<file path="src/verilog/motor_algo_config_regs_consts.vh">
// Register map, field positions, reset values and interrupt layout for the
// motor algorithm configuration bank. Included by the bank and its param_select leaf.
`ifndef MOTOR_ALGO_CONFIG_REGS_CONSTS_VH
`define MOTOR_ALGO_CONFIG_REGS_CONSTS_VH
// Printed offsets are register indices; byte address is four times the index
`define IDX_ALGO_TUNING_SECOND 8'ha2
`define IDX_DRIVER_FAULT_FLAGS 8'he0
`define IDX_CONTROL_FAULT_FLAGS 8'he2
`define IDX_EVENT_STATUS 8'hf0
`define IDX_EVENT_MASK 8'hf1
`define ADDR_ALGO_TUNING_SECOND 12'h288
`define ADDR_DRIVER_FAULT_FLAGS 12'h380
`define ADDR_CONTROL_FAULT_FLAGS 12'h388
`define ADDR_EVENT_STATUS 12'h3c0
`define ADDR_EVENT_MASK 12'h3c4
// Reset values
`define RST_ALGO_TUNING_SECOND 32'h00000000
`define RST_FAULT_FLAGS 32'h00000000
`define RST_EVENT 2'h0
// Field positions inside the tuning register
`define ACCEL_MSB 9
`define ACCEL_LSB 6
`define BRAKE_SLEW_MSB 5
`define BRAKE_SLEW_LSB 3
`define DETECT_SEL_BIT 2
`define BACKEMF_SEL_BIT 1
`define HIRES_BIT 0
// Brake slew code that removes the limit
`define BRAKE_SLEW_NO_LIMIT 3'h7
// Event bits
`define EV_DRIVER_FAULT 0
`define EV_CONTROL_FAULT 1
`endif

</file>
<file path="src/verilog/fault_input_sync.v">
// Three-stage synchroniser with agreement filter for one bus of fault lines.
// Assumes the lines come from outside the clock domain.
`timescale 1ns/10ps
`default_nettype none
module fault_input_sync #(
   parameter WIDTH = 32
) (
   // Clock and reset
   input wire clock,
   input wire reset,
   // Raw and filtered lines
   input wire [WIDTH-1:0] raw,
   output reg [WIDTH-1:0] clean
);
   reg [WIDTH-1:0] stage1_reg;
   reg [WIDTH-1:0] stage2_reg;
   reg [WIDTH-1:0] stage3_reg;
   genvar i;
   // Stage one feeds only stage two; change counts once two and three agree
   generate
      for (i = 0; i < WIDTH; i = i + 1) begin : g_bit
         always @(posedge clock or posedge reset) begin
            if (reset) begin
               stage1_reg[i] <= 1'b0;
               stage2_reg[i] <= 1'b0;
               stage3_reg[i] <= 1'b0;
               clean[i] <= 1'b0;
            end else begin
               stage1_reg[i] <= raw[i];
               stage2_reg[i] <= stage1_reg[i];
               stage3_reg[i] <= stage2_reg[i];
               if (stage2_reg[i] == stage3_reg[i]) begin
                  clean[i] <= stage3_reg[i];
               end
            end
         end
      end
   endgenerate
endmodule
`default_nettype wire

</file>
<file path="src/verilog/motor_algo_config_regs.v">
// APB register bank: algorithm tuning register, two read-only fault words,
// event status and mask with one interrupt line.
// Assumes an APB master on clock; fault words arrive asynchronously on pins.
//
// Design decision made here: the APB slave port.
`timescale 1ns/10ps
`default_nettype none
`include "motor_algo_config_regs_consts.vh"
module motor_algo_config_regs (
   // Clock and reset
   input wire clock,
   input wire reset,
   // APB slave
   input wire psel,
   input wire penable,
   input wire pwrite,
   input wire [11:0] paddr,
   input wire [31:0] pwdata,
   output reg [31:0] prdata,
   output reg pready,
   output reg pslverr,
   // Raw fault lines from the protection circuits
   input wire [31:0] driver_fault_raw,
   input wire [31:0] control_fault_raw,
   // Parameter sources from neighbouring registers
   input wire [1:0] normal_detect_current_threshold,
   input wire [2:0] normal_detect_repeat_count,
   input wire [1:0] meas_detect_current_limit,
   input wire [1:0] meas_detect_repeat_count,
   input wire [3:0] openloop_accel_coef_one,
   input wire [3:0] openloop_accel_coef_two,
   input wire [2:0] normal_openloop_current_ref,
   input wire [3:0] normal_handoff_speed,
   input wire [2:0] meas_openloop_slew,
   input wire [2:0] meas_openloop_current_ref,
   input wire [1:0] meas_openloop_speed_target,
   // Parameters to the algorithm
   output reg [3:0] prealign_closed_loop_accel,
   output reg [2:0] brake_bus_slew,
   output reg brake_slew_unlimited,
   output reg detect_param_source_sel,
   output reg [2:0] detect_current_limit,
   output reg [2:0] detect_repeat,
   output reg backemf_param_source_sel,
   output reg [7:0] backemf_slew,
   output reg [2:0] backemf_current_ref,
   output reg [3:0] backemf_speed_ref,
   output reg position_detect_hires_en,
   // Interrupt
   output reg irq
);
   // Register storage
   reg [31:0] algorithm_tuning_second_reg;
   reg [31:0] driver_fault_flags_reg;
   reg [31:0] control_fault_flags_reg;
   reg [1:0] event_status_reg;
   reg [1:0] event_mask_reg;

   // Combinational next values for the event word and read data
   reg [1:0] event_status_next;
   reg [31:0] read_next;
   reg hit_next;

   // Fault words after the synchronisers
   wire [31:0] driver_clean;
   wire [31:0] control_clean;

   // Decoded fields from the selection leaf
   wire [3:0] accel_code;
   wire [2:0] slew_code;
   wire slew_unlimited;
   wire detect_sel;
   wire [2:0] limit_code;
   wire [2:0] repeat_code;
   wire backemf_sel;
   wire [7:0] bemf_slew_code;
   wire [2:0] bemf_current_code;
   wire [3:0] bemf_speed_code;
   wire hires;

   // Bus decode
   wire access;
   wire wr;
   wire rd;
   wire wr_tuning;
   wire wr_status;
   wire wr_mask;

   // Rising edge of each fault word, one bit per event
   wire [1:0] fault_rise;

   // Fault pins cross into the clock domain before anyone looks at them
   fault_input_sync #(
      .WIDTH(32)
   ) u_driver_sync (
      .clock(clock),
      .reset(reset),
      .raw(driver_fault_raw),
      .clean(driver_clean)
   );

   // Same filter for the controller-side fault word
   fault_input_sync #(
      .WIDTH(32)
   ) u_control_sync (
      .clock(clock),
      .reset(reset),
      .raw(control_fault_raw),
      .clean(control_clean)
   );

   // Field decode and parameter source selection
   param_select u_select (
      .tuning(algorithm_tuning_second_reg),
      .normal_detect_current_threshold(normal_detect_current_threshold),
      .normal_detect_repeat_count(normal_detect_repeat_count),
      .meas_detect_current_limit(meas_detect_current_limit),
      .meas_detect_repeat_count(meas_detect_repeat_count),
      .openloop_accel_coef_one(openloop_accel_coef_one),
      .openloop_accel_coef_two(openloop_accel_coef_two),
      .normal_openloop_current_ref(normal_openloop_current_ref),
      .normal_handoff_speed(normal_handoff_speed),
      .meas_openloop_slew(meas_openloop_slew),
      .meas_openloop_current_ref(meas_openloop_current_ref),
      .meas_openloop_speed_target(meas_openloop_speed_target),
      .accel_code(accel_code),
      .brake_slew_code(slew_code),
      .brake_slew_unlimited(slew_unlimited),
      .detect_use_meas(detect_sel),
      .detect_limit_code(limit_code),
      .detect_repeat_code(repeat_code),
      .backemf_use_meas(backemf_sel),
      .backemf_slew_code(bemf_slew_code),
      .backemf_current_code(bemf_current_code),
      .backemf_speed_code(bemf_speed_code),
      .hires_en(hires)
   );

   // Access phase of an APB transfer; one wait state, then a ready pulse
   assign access = psel & penable & ~pready;
   assign wr = access & pwrite;
   assign rd = access & ~pwrite;

   // One write strobe per writable word; anything else is dropped here
   assign wr_tuning = wr & (paddr == `ADDR_ALGO_TUNING_SECOND);
   assign wr_status = wr & (paddr == `ADDR_EVENT_STATUS);
   assign wr_mask = wr & (paddr == `ADDR_EVENT_MASK);

   // A fault word going from clear to non-clear is an event
   assign fault_rise[`EV_DRIVER_FAULT] = (|driver_clean) & ~(|driver_fault_flags_reg);
   assign fault_rise[`EV_CONTROL_FAULT] = (|control_clean) & ~(|control_fault_flags_reg);

   // Sticky events: write-one clears, but a new event in the same cycle wins
   // Clear first, then set, so a same-cycle event is never lost
   always @* begin
      event_status_next = event_status_reg;
      if (wr_status) begin
         event_status_next = event_status_reg & ~pwdata[1:0];
      end
      event_status_next = event_status_next | fault_rise;
   end

   // Read mux; unlisted addresses read zero and flag a miss
   // A miss never raises an error, software just sees zero
   always @* begin
      read_next = 32'h00000000;
      hit_next = 1'b1;
      case (paddr)
         `ADDR_ALGO_TUNING_SECOND: begin
            read_next = algorithm_tuning_second_reg;
         end
         `ADDR_DRIVER_FAULT_FLAGS: begin
            read_next = driver_fault_flags_reg;
         end
         `ADDR_CONTROL_FAULT_FLAGS: begin
            read_next = control_fault_flags_reg;
         end
         `ADDR_EVENT_STATUS: begin
            read_next = {30'h00000000, event_status_reg};
         end
         `ADDR_EVENT_MASK: begin
            read_next = {30'h00000000, event_mask_reg};
         end
         default: begin
            hit_next = 1'b0;
         end
      endcase
   end

   // Handshake: one wait state, then a single-cycle ready pulse
   always @(posedge clock or posedge reset) begin
      if (reset) begin
         pready <= 1'b0;
         pslverr <= 1'b0;
      end else begin
         pready <= access;
         pslverr <= 1'b0;
      end
   end

   // Read data loads on reads only, so it holds until the next one
   always @(posedge clock or posedge reset) begin
      if (reset) begin
         prdata <= 32'h00000000;
      end else begin
         if (rd) begin
            prdata <= hit_next ? read_next : 32'h00000000;
         end
      end
   end

   // Tuning word; reserved upper bits are kept as written but drive nothing
   always @(posedge clock or posedge reset) begin
      if (reset) begin
         algorithm_tuning_second_reg <= `RST_ALGO_TUNING_SECOND;
      end else begin
         if (wr_tuning) begin
            algorithm_tuning_second_reg <= pwdata;
         end
      end
   end

   // Event mask, same layout as the event word
   always @(posedge clock or posedge reset) begin
      if (reset) begin
         event_mask_reg <= `RST_EVENT;
      end else begin
         if (wr_mask) begin
            event_mask_reg <= pwdata[1:0];
         end
      end
   end

   // Fault words mirror the synchronised pins; writes never reach them
   always @(posedge clock or posedge reset) begin
      if (reset) begin
         driver_fault_flags_reg <= `RST_FAULT_FLAGS;
         control_fault_flags_reg <= `RST_FAULT_FLAGS;
      end else begin
         driver_fault_flags_reg <= driver_clean;
         control_fault_flags_reg <= control_clean;
      end
   end

   // Event word and interrupt line move on the same edge
   always @(posedge clock or posedge reset) begin
      if (reset) begin
         event_status_reg <= `RST_EVENT;
         irq <= 1'b0;
      end else begin
         event_status_reg <= event_status_next;
         irq <= |(event_status_next & event_mask_reg);
      end
   end

   // Fields taken straight from the tuning word, one cycle behind it
   always @(posedge clock or posedge reset) begin
      if (reset) begin
         prealign_closed_loop_accel <= 4'h0;
         brake_bus_slew <= 3'h0;
         brake_slew_unlimited <= 1'b0;
         detect_param_source_sel <= 1'b0;
         backemf_param_source_sel <= 1'b0;
         position_detect_hires_en <= 1'b0;
      end else begin
         prealign_closed_loop_accel <= accel_code;
         brake_bus_slew <= slew_code;
         brake_slew_unlimited <= slew_unlimited;
         detect_param_source_sel <= detect_sel;
         backemf_param_source_sel <= backemf_sel;
         position_detect_hires_en <= hires;
      end
   end

   // Parameters steered by the two selectors
   // Both sets stay live inputs; the selector only picks which one is passed on
   always @(posedge clock or posedge reset) begin
      if (reset) begin
         detect_current_limit <= 3'h0;
         detect_repeat <= 3'h0;
         backemf_slew <= 8'h00;
         backemf_current_ref <= 3'h0;
         backemf_speed_ref <= 4'h0;
      end else begin
         detect_current_limit <= limit_code;
         detect_repeat <= repeat_code;
         backemf_slew <= bemf_slew_code;
         backemf_current_ref <= bemf_current_code;
         backemf_speed_ref <= bemf_speed_code;
      end
   end
endmodule
`default_nettype wire

</file>
<file path="src/verilog/param_select.v">
// Decodes the tuning register into the parameters the algorithm consumes.
// Assumes both parameter sets arrive as plain inputs from other registers.
`timescale 1ns/10ps
`default_nettype none
`include "motor_algo_config_regs_consts.vh"
module param_select (
   // Tuning word
   input wire [31:0] tuning,
   // Normal detection set
   input wire [1:0] normal_detect_current_threshold,
   input wire [2:0] normal_detect_repeat_count,
   // Measurement detection set
   input wire [1:0] meas_detect_current_limit,
   input wire [1:0] meas_detect_repeat_count,
   // Normal back-EMF set
   input wire [3:0] openloop_accel_coef_one,
   input wire [3:0] openloop_accel_coef_two,
   input wire [2:0] normal_openloop_current_ref,
   input wire [3:0] normal_handoff_speed,
   // Measurement back-EMF set
   input wire [2:0] meas_openloop_slew,
   input wire [2:0] meas_openloop_current_ref,
   input wire [1:0] meas_openloop_speed_target,
   // Decoded outputs
   output wire [3:0] accel_code,
   output wire [2:0] brake_slew_code,
   output wire brake_slew_unlimited,
   output wire detect_use_meas,
   output wire [2:0] detect_limit_code,
   output wire [2:0] detect_repeat_code,
   output wire backemf_use_meas,
   output wire [7:0] backemf_slew_code,
   output wire [2:0] backemf_current_code,
   output wire [3:0] backemf_speed_code,
   output wire hires_en
);
   // Plain field extraction
   assign accel_code = tuning[`ACCEL_MSB:`ACCEL_LSB];
   assign brake_slew_code = tuning[`BRAKE_SLEW_MSB:`BRAKE_SLEW_LSB];
   assign brake_slew_unlimited = (brake_slew_code == `BRAKE_SLEW_NO_LIMIT);
   assign hires_en = tuning[`HIRES_BIT];
   // Detection source choice
   assign detect_use_meas = tuning[`DETECT_SEL_BIT];
   assign detect_limit_code = detect_use_meas ? {1'b0, meas_detect_current_limit} :
                              {1'b0, normal_detect_current_threshold};
   assign detect_repeat_code = detect_use_meas ? {1'b0, meas_detect_repeat_count} :
                               normal_detect_repeat_count;
   // Back-EMF source choice; normal slew is the two coefficients side by side
   assign backemf_use_meas = tuning[`BACKEMF_SEL_BIT];
   assign backemf_slew_code = backemf_use_meas ? {5'h00, meas_openloop_slew} :
                              {openloop_accel_coef_two, openloop_accel_coef_one};
   assign backemf_current_code = backemf_use_meas ? meas_openloop_current_ref :
                                 normal_openloop_current_ref;
   assign backemf_speed_code = backemf_use_meas ? {2'h0, meas_openloop_speed_target} :
                               normal_handoff_speed;
endmodule
`default_nettype wire
</file>
<file path="config.mk">
export PLATFORM = sky130hd
export DESIGN_NAME = motor_algo_config_regs
export DESIGN_NICKNAME = d
export VERILOG_FILES = /design/src/verilog/fault_input_sync.v /design/src/verilog/motor_algo_config_regs.v /design/src/verilog/param_select.v
export VERILOG_INCLUDE_DIRS = /design/src /design/src/verilog
export SDC_FILE = /design/constraint.sdc
export NUM_CORES = 1
export LEC_CHECK = 0
export ABC_AREA = 1
export BUFFER_PORTS_ARGS = -buffer_cell sky130_fd_sc_hd__buf_2
export CAP_MARGIN = 15
export CELL_PAD_IN_SITES_DETAIL_PLACEMENT = 0
export CELL_PAD_IN_SITES_GLOBAL_PLACEMENT = 2
export CORE_MARGIN = 2
export CORE_UTILIZATION = 38
export CTS_CLUSTER_DIAMETER = 100
export DETAILED_ROUTE_END_ITERATION = 10
export MAX_ROUTING_LAYER = met4
export PLACE_DENSITY_LB_ADDON = 0.1
export REMOVE_ABC_BUFFERS = 1
export SYNTH_ARGS = -nofsm -noshare
export SYNTH_HDL_FRONTEND = slang
export SYNTH_SLANG_ARGS = --single-unit
</file>
<file path="constraint.sdc">
create_clock -name clock -period 23.9 [get_ports clock]
set_input_delay 7.17 -clock clock [delete_from_list [all_inputs] [get_ports clock]]
set_output_delay 7.17 -clock clock [all_outputs]
set_load 0.05 [all_outputs]
</file>
==> out/results.tsv, run 1 <==
metric	value	unit
status	finished, final reports clean	
Cell variety after synth	23	
FMAX	109	MHz
kind of critical path	in2reg	
Crit. End Element	register	
H-tree depth	2	
Mapped Avg Cell Area	12.8	sq um
CTS tree	yes	
fin util	47.4	%
vias per cell	4.47	
first-pass GRT wire length	47500	microns
unrepaired setup endpoints after global routing	false	
Top-Level Pins	212	
CP arrival	9.59	ns
crit path launch type	input pin	
Warnings, synthesis	0	
post-synthesis mux area share	0.976	%
cell area after synthesis	13800	sq um
total track usage	16.6	%
Clk pin slew, worst setup/hold paths	0.06	ns
Final HPWL DP	19500	microns
beginning of the worst hold path	u_driver_sync.stage1_reg[8]$_DFF_PP0_	
Core Region	35700	sq um
Final Wtd Congestion	0.753	
area share of fa/ha/maj cells after synthesis	4.63	%
clk buf depth	3	
Resize count post-CTS	0	
num rows	69	
final hold slack	0.345	ns
worst-skew pair later-pin latency	0.54	ns
Compound-Gate Fraction of Synth Area	2.39	%
final clock skew	0.0138	ns
fin nets	1452	
Seq/Total Area, Yosys	76.1	%
internal reg-to-reg setup slack	21.51	ns
Fin Setup TNS	0	ns
pin count of the biggest net entering global routing	169	
Fin. Hold Viols	0	
vias in the first global route	8468	
main combinational cell family by area after synthesis	simple AND/OR/NAND/NOR gates	
die area	38000	sq um
layout cells sized above 1	23.8	%
initial core utilization	38.7	%
Buf+Inv Stages, Crit Path	3	
cells along the critical path	buf_2 > nor2_2 > nand3_2 > nor2_4 > buf_4 > nand3_2 > buf_4 > nor2_1 > a21oi_1	
post-CTS setup buffers	0	
initial antenna violation count	1	
area grow syn2layout	22.2	%
critical path's slowest cell	nand3_2	
post-route non-filler standard cell count	1805	
hold crit path type	reg2reg	
placed cell count	1721	
cell taking the most area after synthesis	dfrtp_1	
DR pass1 iterations	4	
WL/cell	16.4	microns
Post-Synthesis Cells	1080	
Seq cells post-synth	421	
DRC viols	0	
number of max-cap violations	0	
max_slew headroom	28.8	%
Final Cycle Share	38.4	%
Worst Setup SP	paddr[5]	
crit-path max FO	61	
clock share of power	45.2	%
final wirelength	29600	microns
die width	195	microns
Sw Share	22.1	%
Buffers on Ports	209	
via count	8072	
PnR Total Power	1.54	mW
Final setup viols	0	
Final ANT Viol Nets	0	
post-synth top area share	76.1	%
power per cell area	91.1	nW/um^2
total gr overflow	0	
post-synthesis xor/xnor area fraction	0	%
sequential group share of total power	50.5	%
root buf cell	clkbuf_16	
Die Ht	195	microns
Final Cell Area	16900	sq um
Psw	0.341	mW
post-synthesis simple-gate area fraction	12.6	%
setup ws final	14.72	ns
Multi-input gate area	2880	sq um
CTS sink cnt	421	
clock buffer count from CTS	45	
combinational share of power	4.4	%
Worst Tran Pin Value	1.07	ns
Tmin final	9.18	ns
Int Pwr	1.20	mW
Post-CTS Hold Fix Bufs	0	
post-place setup slack	14.15	ns
FF/Latch Area	10500	sq um
CP required	24.31	ns
fillcell total	3278	
Placed Area	15400	sq um
Crit path largest cell delay	0.67	ns
Leakage	8.17	nW
synth top area cells	dfrtp_1, nand3_1, maj3_1, nand2_1, nor2_1	
Max Transition Viols Final	0	
DRT iter0 DRCs	391	
VDD IR max	0.0000518	V
critical path's top delay family	simple AND/OR/NAND/NOR gates	
worst r2r src	pready$_DFF_PP0_	
-- Yosys cell counts --
| master | instances |
|---|---|
| dfrtp_1 | 421 |
| nand2_1 | 152 |
| nand3_1 | 129 |
| nor2_1 | 98 |
| inv_1 | 72 |
| maj3_1 | 64 |
| o21ai_0 | 32 |
| o21ai_1 | 29 |
| buf_2 | 19 |
| clkbuf_1 | 17 |
| mux2_2 | 12 |
| nand4_1 | 9 |
| a21oi_1 | 5 |
| and2_1 | 5 |
| nor2_2 | 4 |
| inv_2 | 3 |
| buf_4 | 2 |
| nand3_2 | 2 |
| clkinv_1 | 1 |
| conb_1 | 1 |
| nor2_4 | 1 |
| nor3_1 | 1 |
| nor3b_2 | 1 |
-- metal layers --
metal | vias up | track usage (%) | share of wire (%)
li1 | 3948 | - | -
met1 | 3884 | 22.9 | 47
met2 | 190 | 24.7 | 45
met3 | 50 | 3.56 | 5.4
met4 | 0 | 5.06 | 2.4
met5 | - | - | 0
-- power by group through the flow --
stage / Combinational [mW] / Sequential, mW / Clock, mW
after floorplan: 0.0329 / 0.792 / 0
after global placement: 0.0693 / 0.791 / 0
after detailed placement: 0.0698 / 0.791 / 0
after CTS: 0.0700 / 0.779 / 0.721
after global routing: 0.0772 / 0.783 / 0.752
final: 0.0676 / 0.778 / 0.696
-- final timing paths --
kind | to | cells after the start
min in group asynchronous | u_control_sync.stage1_reg[19]$_DFF_PP0_ | 2
hold reg to reg | u_driver_sync.stage2_reg[8]$_DFF_PP0_ | 0
hold / removal | u_driver_sync.stage2_reg[8]$_DFF_PP0_ | 0
setup reg to reg | algorithm_tuning_second_reg[3]$_DFFE_PP0P_ | 8
setup / recovery | algorithm_tuning_second_reg[3]$_DFFE_PP0P_ | 9
max in group asynchronous | u_control_sync.stage2_reg[25]$_DFF_PP0_ | 4
-- final cells by class --
cell class / instances / share of cell area [%]
repair buffers: 217 / 6.61
flip-flops and latches: 421 / 62.2
clock inverters: 18 / 1.05
inverters: 76 / 1.73
diodes: 1 / 0.0148
clock buffers: 65 / 7.94
multi-input cells: 546 / 17.0
well taps: 461 / 3.41
-- cell usage in the layout (no fill, tap or decap), drive strengths merged, types with 5 or more instances in the layout --
cell type  count
a21oi          5
clkbuf        65
clkinv        12
inv           77
o21ai         61
and2           5
nand4          9
nor2         103
nand3        131
maj3          64
buf          217
dfrtp        421
mux2          12
nand2        152
-- cells by family after synthesis --
kind of cell             Yosys count
AO/OA/AOI/OAI                     66
adder cells (fa/ha/maj)           64
buffers and inverters            114
flip-flops                       421
multiplexers                      12
other                              1
AND/OR/NAND/NOR                  402
No activity file was read; power rests on OpenSTA's default activity.
==> inputs of run 2 (changes only) <==
clock period = 9.37 ns   (was 23.9 ns; I/O delays follow)
==> run 2 against run 1 <==
Against the previous run:
- non-clock buffer count increased by 1
- final area is 0.19% lower
- critical path type unchanged
- die area did not move
- largest cell class unchanged
- highest routed layer unchanged
- sequential share of layout area up 0.12 points
- clock-buffer cell count down 4
==> out/results.tsv, run 2 (synthesis results as in run 1) <==
metric	value	unit	change
Resize count post-CTS	0		unchanged
Die Ht	195	microns	unchanged
final clock skew	0.0246	ns	+0.0108 ns
post-CTS setup buffers	0		unchanged
post-route non-filler standard cell count	1800		-0.28%
Worst Hold Endpoint	u_control_sync.stage2_reg[31]$_DFF_PP0_		
kind of critical path	in2reg		
commonest cells after routing, fill and taps aside	dfrtp_1, buf_2, nand2_1, nand3_1, nor2_1		
total track usage	16.8	%	+0.21 points
first-pass GRT wire length	47900	microns	+0.87%
crit path launch type	input pin		
initial core utilization	38.7	%	unchanged
cells along the critical path	buf_2 > nor2_2 > nand3_2 > nor2_4 > buf_4 > nand3_2 > buf_4 > nor2_1 > a21oi_1		
Final Cell Area	16900	sq um	-0.19%
WL/cell	16.5	microns	+0.45%
final wirelength	29600	microns	+0.17%
commonest non-fill, non-tap cell in the layout	dfrtp_1		
clock buffer count from CTS	43		-4.4%
vias per cell	4.52		+1.1%
hold crit path type	reg2reg		
Crit path largest cell delay	0.70	ns	+0.03 ns
max_slew headroom	29.9	%	+1.1 points
worst r2r src	pready$_DFF_PP0_		
fin util	47.3	%	-0.091 points
global-route track usage on met3	3.78	%	+0.23 points
crit-path max FO	61		unchanged
num rows	69		unchanged
pin count of the biggest net entering global routing	141		-17%
internal reg-to-reg setup slack	6.96	ns	-14.55 ns
Tmin final	4.85	ns	
cells on worst reg2reg path	8		unchanged
via count	8140		+0.84%
Fin. Hold Viols	0		unchanged
beginning of the worst hold path	u_control_sync.stage1_reg[31]$_DFF_PP0_		
CTS sink cnt	421		unchanged
Clk pin slew, worst setup/hold paths	0.06	ns	about the same
RR Endpoint	algorithm_tuning_second_reg[3]$_DFFE_PP0P_		
DRC viols	0		unchanged
area grow syn2layout	22.0	%	
Leakage	8.15	nW	-0.17%
Final ANT Viol Nets	0		unchanged
DRT iter0 DRCs	361		-7.7%
CP arrival	5.26	ns	-4.33 ns
fin nets	1451		-0.069%
Final setup viols	0		unchanged
total gr overflow	0		unchanged
CP required	9.78	ns	-14.53 ns
power per cell area	232	nW/um^2	+160%
Core Region	35700	sq um	unchanged
status	finished, final reports clean		
VDD IR max	0.000105	V	+100%
met1 Use GR	22.7	%	-0.19 points
Final Cycle Share	51.8	%	
vias in the first global route	8484		+0.19%
Post-CTS Hold Fix Bufs	0		unchanged
number of max-cap violations	0		unchanged
initial antenna violation count	1		unchanged
Placed Area	15400	sq um	about the same
FMAX	206	MHz	
Crit. End Element	register		
Final HPWL DP	19800	microns	+1.4%
worst-skew pair later-pin latency	0.55	ns	about the same
clk buf depth	3		unchanged
H-tree depth	2		unchanged
unrepaired setup endpoints after global routing	false		
GRT busiest layer	met2		
hold path depth	0		unchanged
Max Transition Viols Final	0		unchanged
layout cells sized above 1	23.5	%	-0.28 points
root buf cell	clkbuf_16		
Final Wtd Congestion	0.752		-0.25%
met2 GRT Util	25.1	%	+0.41 points
CTS tree	yes		
DR pass1 iterations	4		unchanged
critical path's slowest cell	nand3_2		
placed cell count	1722		+0.058%
Top-Level Pins	212		unchanged
final hold slack	0.328	ns	-0.0166 ns
die width	195	microns	unchanged
die area	38000	sq um	unchanged
Buffers on Ports	209		unchanged
Worst Tran Pin Value	1.05	ns	-0.0170 ns
==> run 2: metal layers <==
| layer | wire, microns | share of wire (%) |
|---|---|---|
| met4 | 654 | 2.2 |
| met5 | 0 | 0 |
| met1 | 13700 | 46 |
| met3 | 1620 | 5.5 |
| met2 | 13600 | 46 |
==> run 2: metrics by stage <==
step                      TNS [ns]  power [mW]  setup WS [ns]
after floorplan           -2172.70        2.10          -5.16
after global placement           0        2.19           4.00
after detailed placement         0        2.20           3.95
after CTS                        0        3.99           4.53
after global routing             0        4.10           4.27
final                            0        3.93           4.52
==> run 2: worst max path at each step <==
stage / from / end / slack [ns]
finish: paddr[5] / algorithm_tuning_second_reg[3]$_DFFE_PP0P_ / 4.52
global route: paddr[5] / algorithm_tuning_second_reg[4]$_DFFE_PP0P_ / 4.27
CTS: paddr[5] / algorithm_tuning_second_reg[4]$_DFFE_PP0P_ / 4.53
detailed placement: paddr[5] / algorithm_tuning_second_reg[4]$_DFFE_PP0P_ / 3.95
global placement: paddr[5] / algorithm_tuning_second_reg[3]$_DFFE_PP0P_ / 4.00
floorplan: reset / algorithm_tuning_second_reg[0]$_DFFE_PP0P_ / -5.16
==> run 2: cell type report <==
cell class / instances / area (sq um)
Antenna cell: 1 / 2.50
Clock buffer: 61 / 1240
Clock inverter: 16 / 238
Fill cell: 3311 / 18800
Inverter: 76 / 293
Multi-Input combinational cell: 546 / 2880
Sequential cell: 421 / 10500
Tap cell: 461 / 577
Timing Repair Buffer: 218 / 1130
==> run 2: critical path: cells and delay by family <==
family	cells	cell delay, ns
and+or+nand+nor	5	1.23
AOI/OAI and AO/OA	1	0.05
buffers and inverters	3	1.11
==> run 2: power breakdown <==
part	total (mW)	leakage [nW]	switching, mW	internal (mW)
clock	1.77	0.736	0.680	1.09
combinational	0.173	2.37	0.112	0.0611
sequential	1.98	5.05	0.0608	1.92
total	3.93	8.15	0.852	3.07
==> inputs of run 3 (changes only) <==
CORE_UTILIZATION = 34   (was 38)
clock period = 4.3 ns   (was 9.37 ns; I/O delays follow)
==> run 3 against run 2 <==
Against the previous run:
- setup slack got worse by 2.7 ns
- global-route usage fell by 1.3 points
- largest power group unchanged
- clock skew fell by 0.0018 ns
- critical path type is now reg2out
- worst hold slack better by 0.013 ns
- utilization shrank 4.6 points
- largest cell class unchanged
- clock power rose by 120%
==> out/results.tsv, run 3 (synthesis results as in run 1) <==
metric	value	unit	change
Placed Area	15600	sq um	+1.1%
clk buf depth	3		unchanged
layout cells sized above 1	24.0	%	+0.53 points
clock buffer count from CTS	45		+4.7%
DRC viols	0		unchanged
H-tree depth	2		unchanged
unrepaired setup endpoints after global routing	false		
Final Cell Area	17100	sq um	+1.0%
num rows	73		+5.8%
PnR Total Power	8.55	mW	+120%
post-place setup slack	1.14	ns	-2.80 ns
final wirelength	30700	microns	+3.5%
status	finished, final reports clean		
Ant. Diodes	0		-1
total track usage	15.5	%	-1.3 points
DR pass1 iterations	4		unchanged
Post-CTS Hold Fix Bufs	0		unchanged
initial core utilization	34.6	%	-4.1 points
Tmin final	2.51	ns	
Final setup viols	0		unchanged
commonest non-fill, non-tap cell in the layout	dfrtp_1		
Leakage	8.20	nW	+0.58%
commonest cells after routing, fill and taps aside	dfrtp_1, buf_2, nand2_1, nand3_1, nor2_1		
Buffers on Ports	209		unchanged
Final Cycle Share	58.5	%	
Max Transition Viols Final	0		unchanged
max_slew headroom	51.0	%	+21 points
Crit. End Element	output pin		
Final Wtd Congestion	0.740		-1.6%
vias in the first global route	8539		+0.65%
Crit path largest cell delay	0.38	ns	-0.32 ns
power per cell area	501	nW/um^2	+120%
die area	42400	sq um	+12%
Worst Tran Pin Value	0.734	ns	-0.316 ns
via count	8098		-0.52%
crit-path max FO	2		-97%
fin util	42.7	%	-4.6 points
FMAX	398	MHz	
vias per cell	4.32		-4.5%
VDD IR max	0.000257	V	+150%
kind of critical path	reg2out		
Final HPWL DP	20600	microns	+4.0%
root buf cell	clkbuf_16		
post-CTS setup buffers	0		unchanged
initial antenna violation count	0		-1
CTS sink cnt	421		unchanged
CP arrival	1.22	ns	-4.04 ns
Final ANT Viol Nets	0		unchanged
Top-Level Pins	212		unchanged
critical path's slowest cell	dfrtp_1		
crit path launch type	register		
Die Ht	206	microns	+5.6%
pin count of the biggest net entering global routing	101		-28%
CP required	3.01	ns	-6.77 ns
number of max-cap violations	0		unchanged
post-route non-filler standard cell count	1875		+4.2%
Resize count post-CTS	0		unchanged
fillcell total	3806		+15%
worst-skew pair later-pin latency	0.57	ns	+0.02 ns
Buf+Inv Stages, Crit Path	1		-2
area grow syn2layout	23.2	%	
cells along the critical path	buf_2		
Fin Setup TNS	0	ns	unchanged
die width	206	microns	+5.6%
Fin. Hold Viols	0		unchanged
total gr overflow	0		unchanged
Core Region	40000	sq um	+12%
placed cell count	1792		+4.1%
Clk pin slew, worst setup/hold paths	0.06	ns	about the same
DRT iter0 DRCs	378		+4.7%
final hold slack	0.341	ns	+0.0126 ns
CTS tree	yes		
WL/cell	16.3	microns	-0.69%
critical path's top delay family	flip-flops		
fin nets	1459		+0.55%
setup ws final	1.79	ns	-2.73 ns
hold crit path type	reg2reg		
first-pass GRT wire length	48200	microns	+0.56%
final clock skew	0.0228	ns	-0.00180 ns
[run 3: power by group]
| part | switching [mW] | internal [mW] |
|---|---|---|
| Sequential | 0.131 | 4.19 |
| Combinational | 0.247 | 0.140 |
| Clock | 1.54 | 2.30 |
| Total | 1.92 | 6.64 |
[run 3: cell type report]
| class | instances | area [sq um] | area share (%) |
|---|---|---|---|
| Sequential cell | 421 | 10500 | 61.7 |
| Multi-Input combinational cell | 546 | 2880 | 16.9 |
| Clock buffer | 64 | 1310 | 7.68 |
| Timing Repair Buffer | 224 | 1210 | 7.08 |
| Tap cell | 525 | 657 | 3.85 |
| Inverter | 76 | 293 | 1.72 |
| Clock inverter | 19 | 183 | 1.07 |
[run 3: worst paths after layout]
| check | cells past startpoint | start | slack [ns] | end |
|---|---|---|---|---|
| worst max-delay path | 1 | prdata[16]$_DFFE_PP0P_ | 1.79 | prdata[16] |
| worst min-delay path | 0 | u_control_sync.stage1_reg[19]$_DFF_PP0_ | 0.34 | u_control_sync.stage2_reg[19]$_DFF_PP0_ |
| worst max register to register | 7 | pready$_DFF_PP0_ | 2.11 | algorithm_tuning_second_reg[19]$_DFFE_PP0P_ |
| worst min register to register | 0 | u_control_sync.stage1_reg[19]$_DFF_PP0_ | 0.34 | u_control_sync.stage2_reg[19]$_DFF_PP0_ |
| max in group asynchronous | 3 | reset | 2.56 | algorithm_tuning_second_reg[30]$_DFFE_PP0P_ |
| min in group asynchronous | 2 | reset | 0.87 | u_driver_sync.stage2_reg[19]$_DFF_PP0_ |
[run 3: metal layers]
layer | wire length, microns | global-route usage (%) | up-vias | part of all wire (%)
li1 | - | - | 3961 | -
met1 | 13600 | 20.0 | 3897 | 44
met2 | 14300 | 24.0 | 192 | 47
met3 | 1980 | 3.61 | 48 | 6.5
met4 | 703 | 5.51 | 0 | 2.3
met5 | 0 | - | - | 0
[run 3: worst reg2reg max path: cells and delay by family (launching register included)]
family | cells | cell delay [ns]
buffers and inverters | 2 | 0.52
AO/OA/AOI/OAI | 1 | 0.08
AND/OR/NAND/NOR | 4 | 1.07
flip-flops | 1 | 0.37
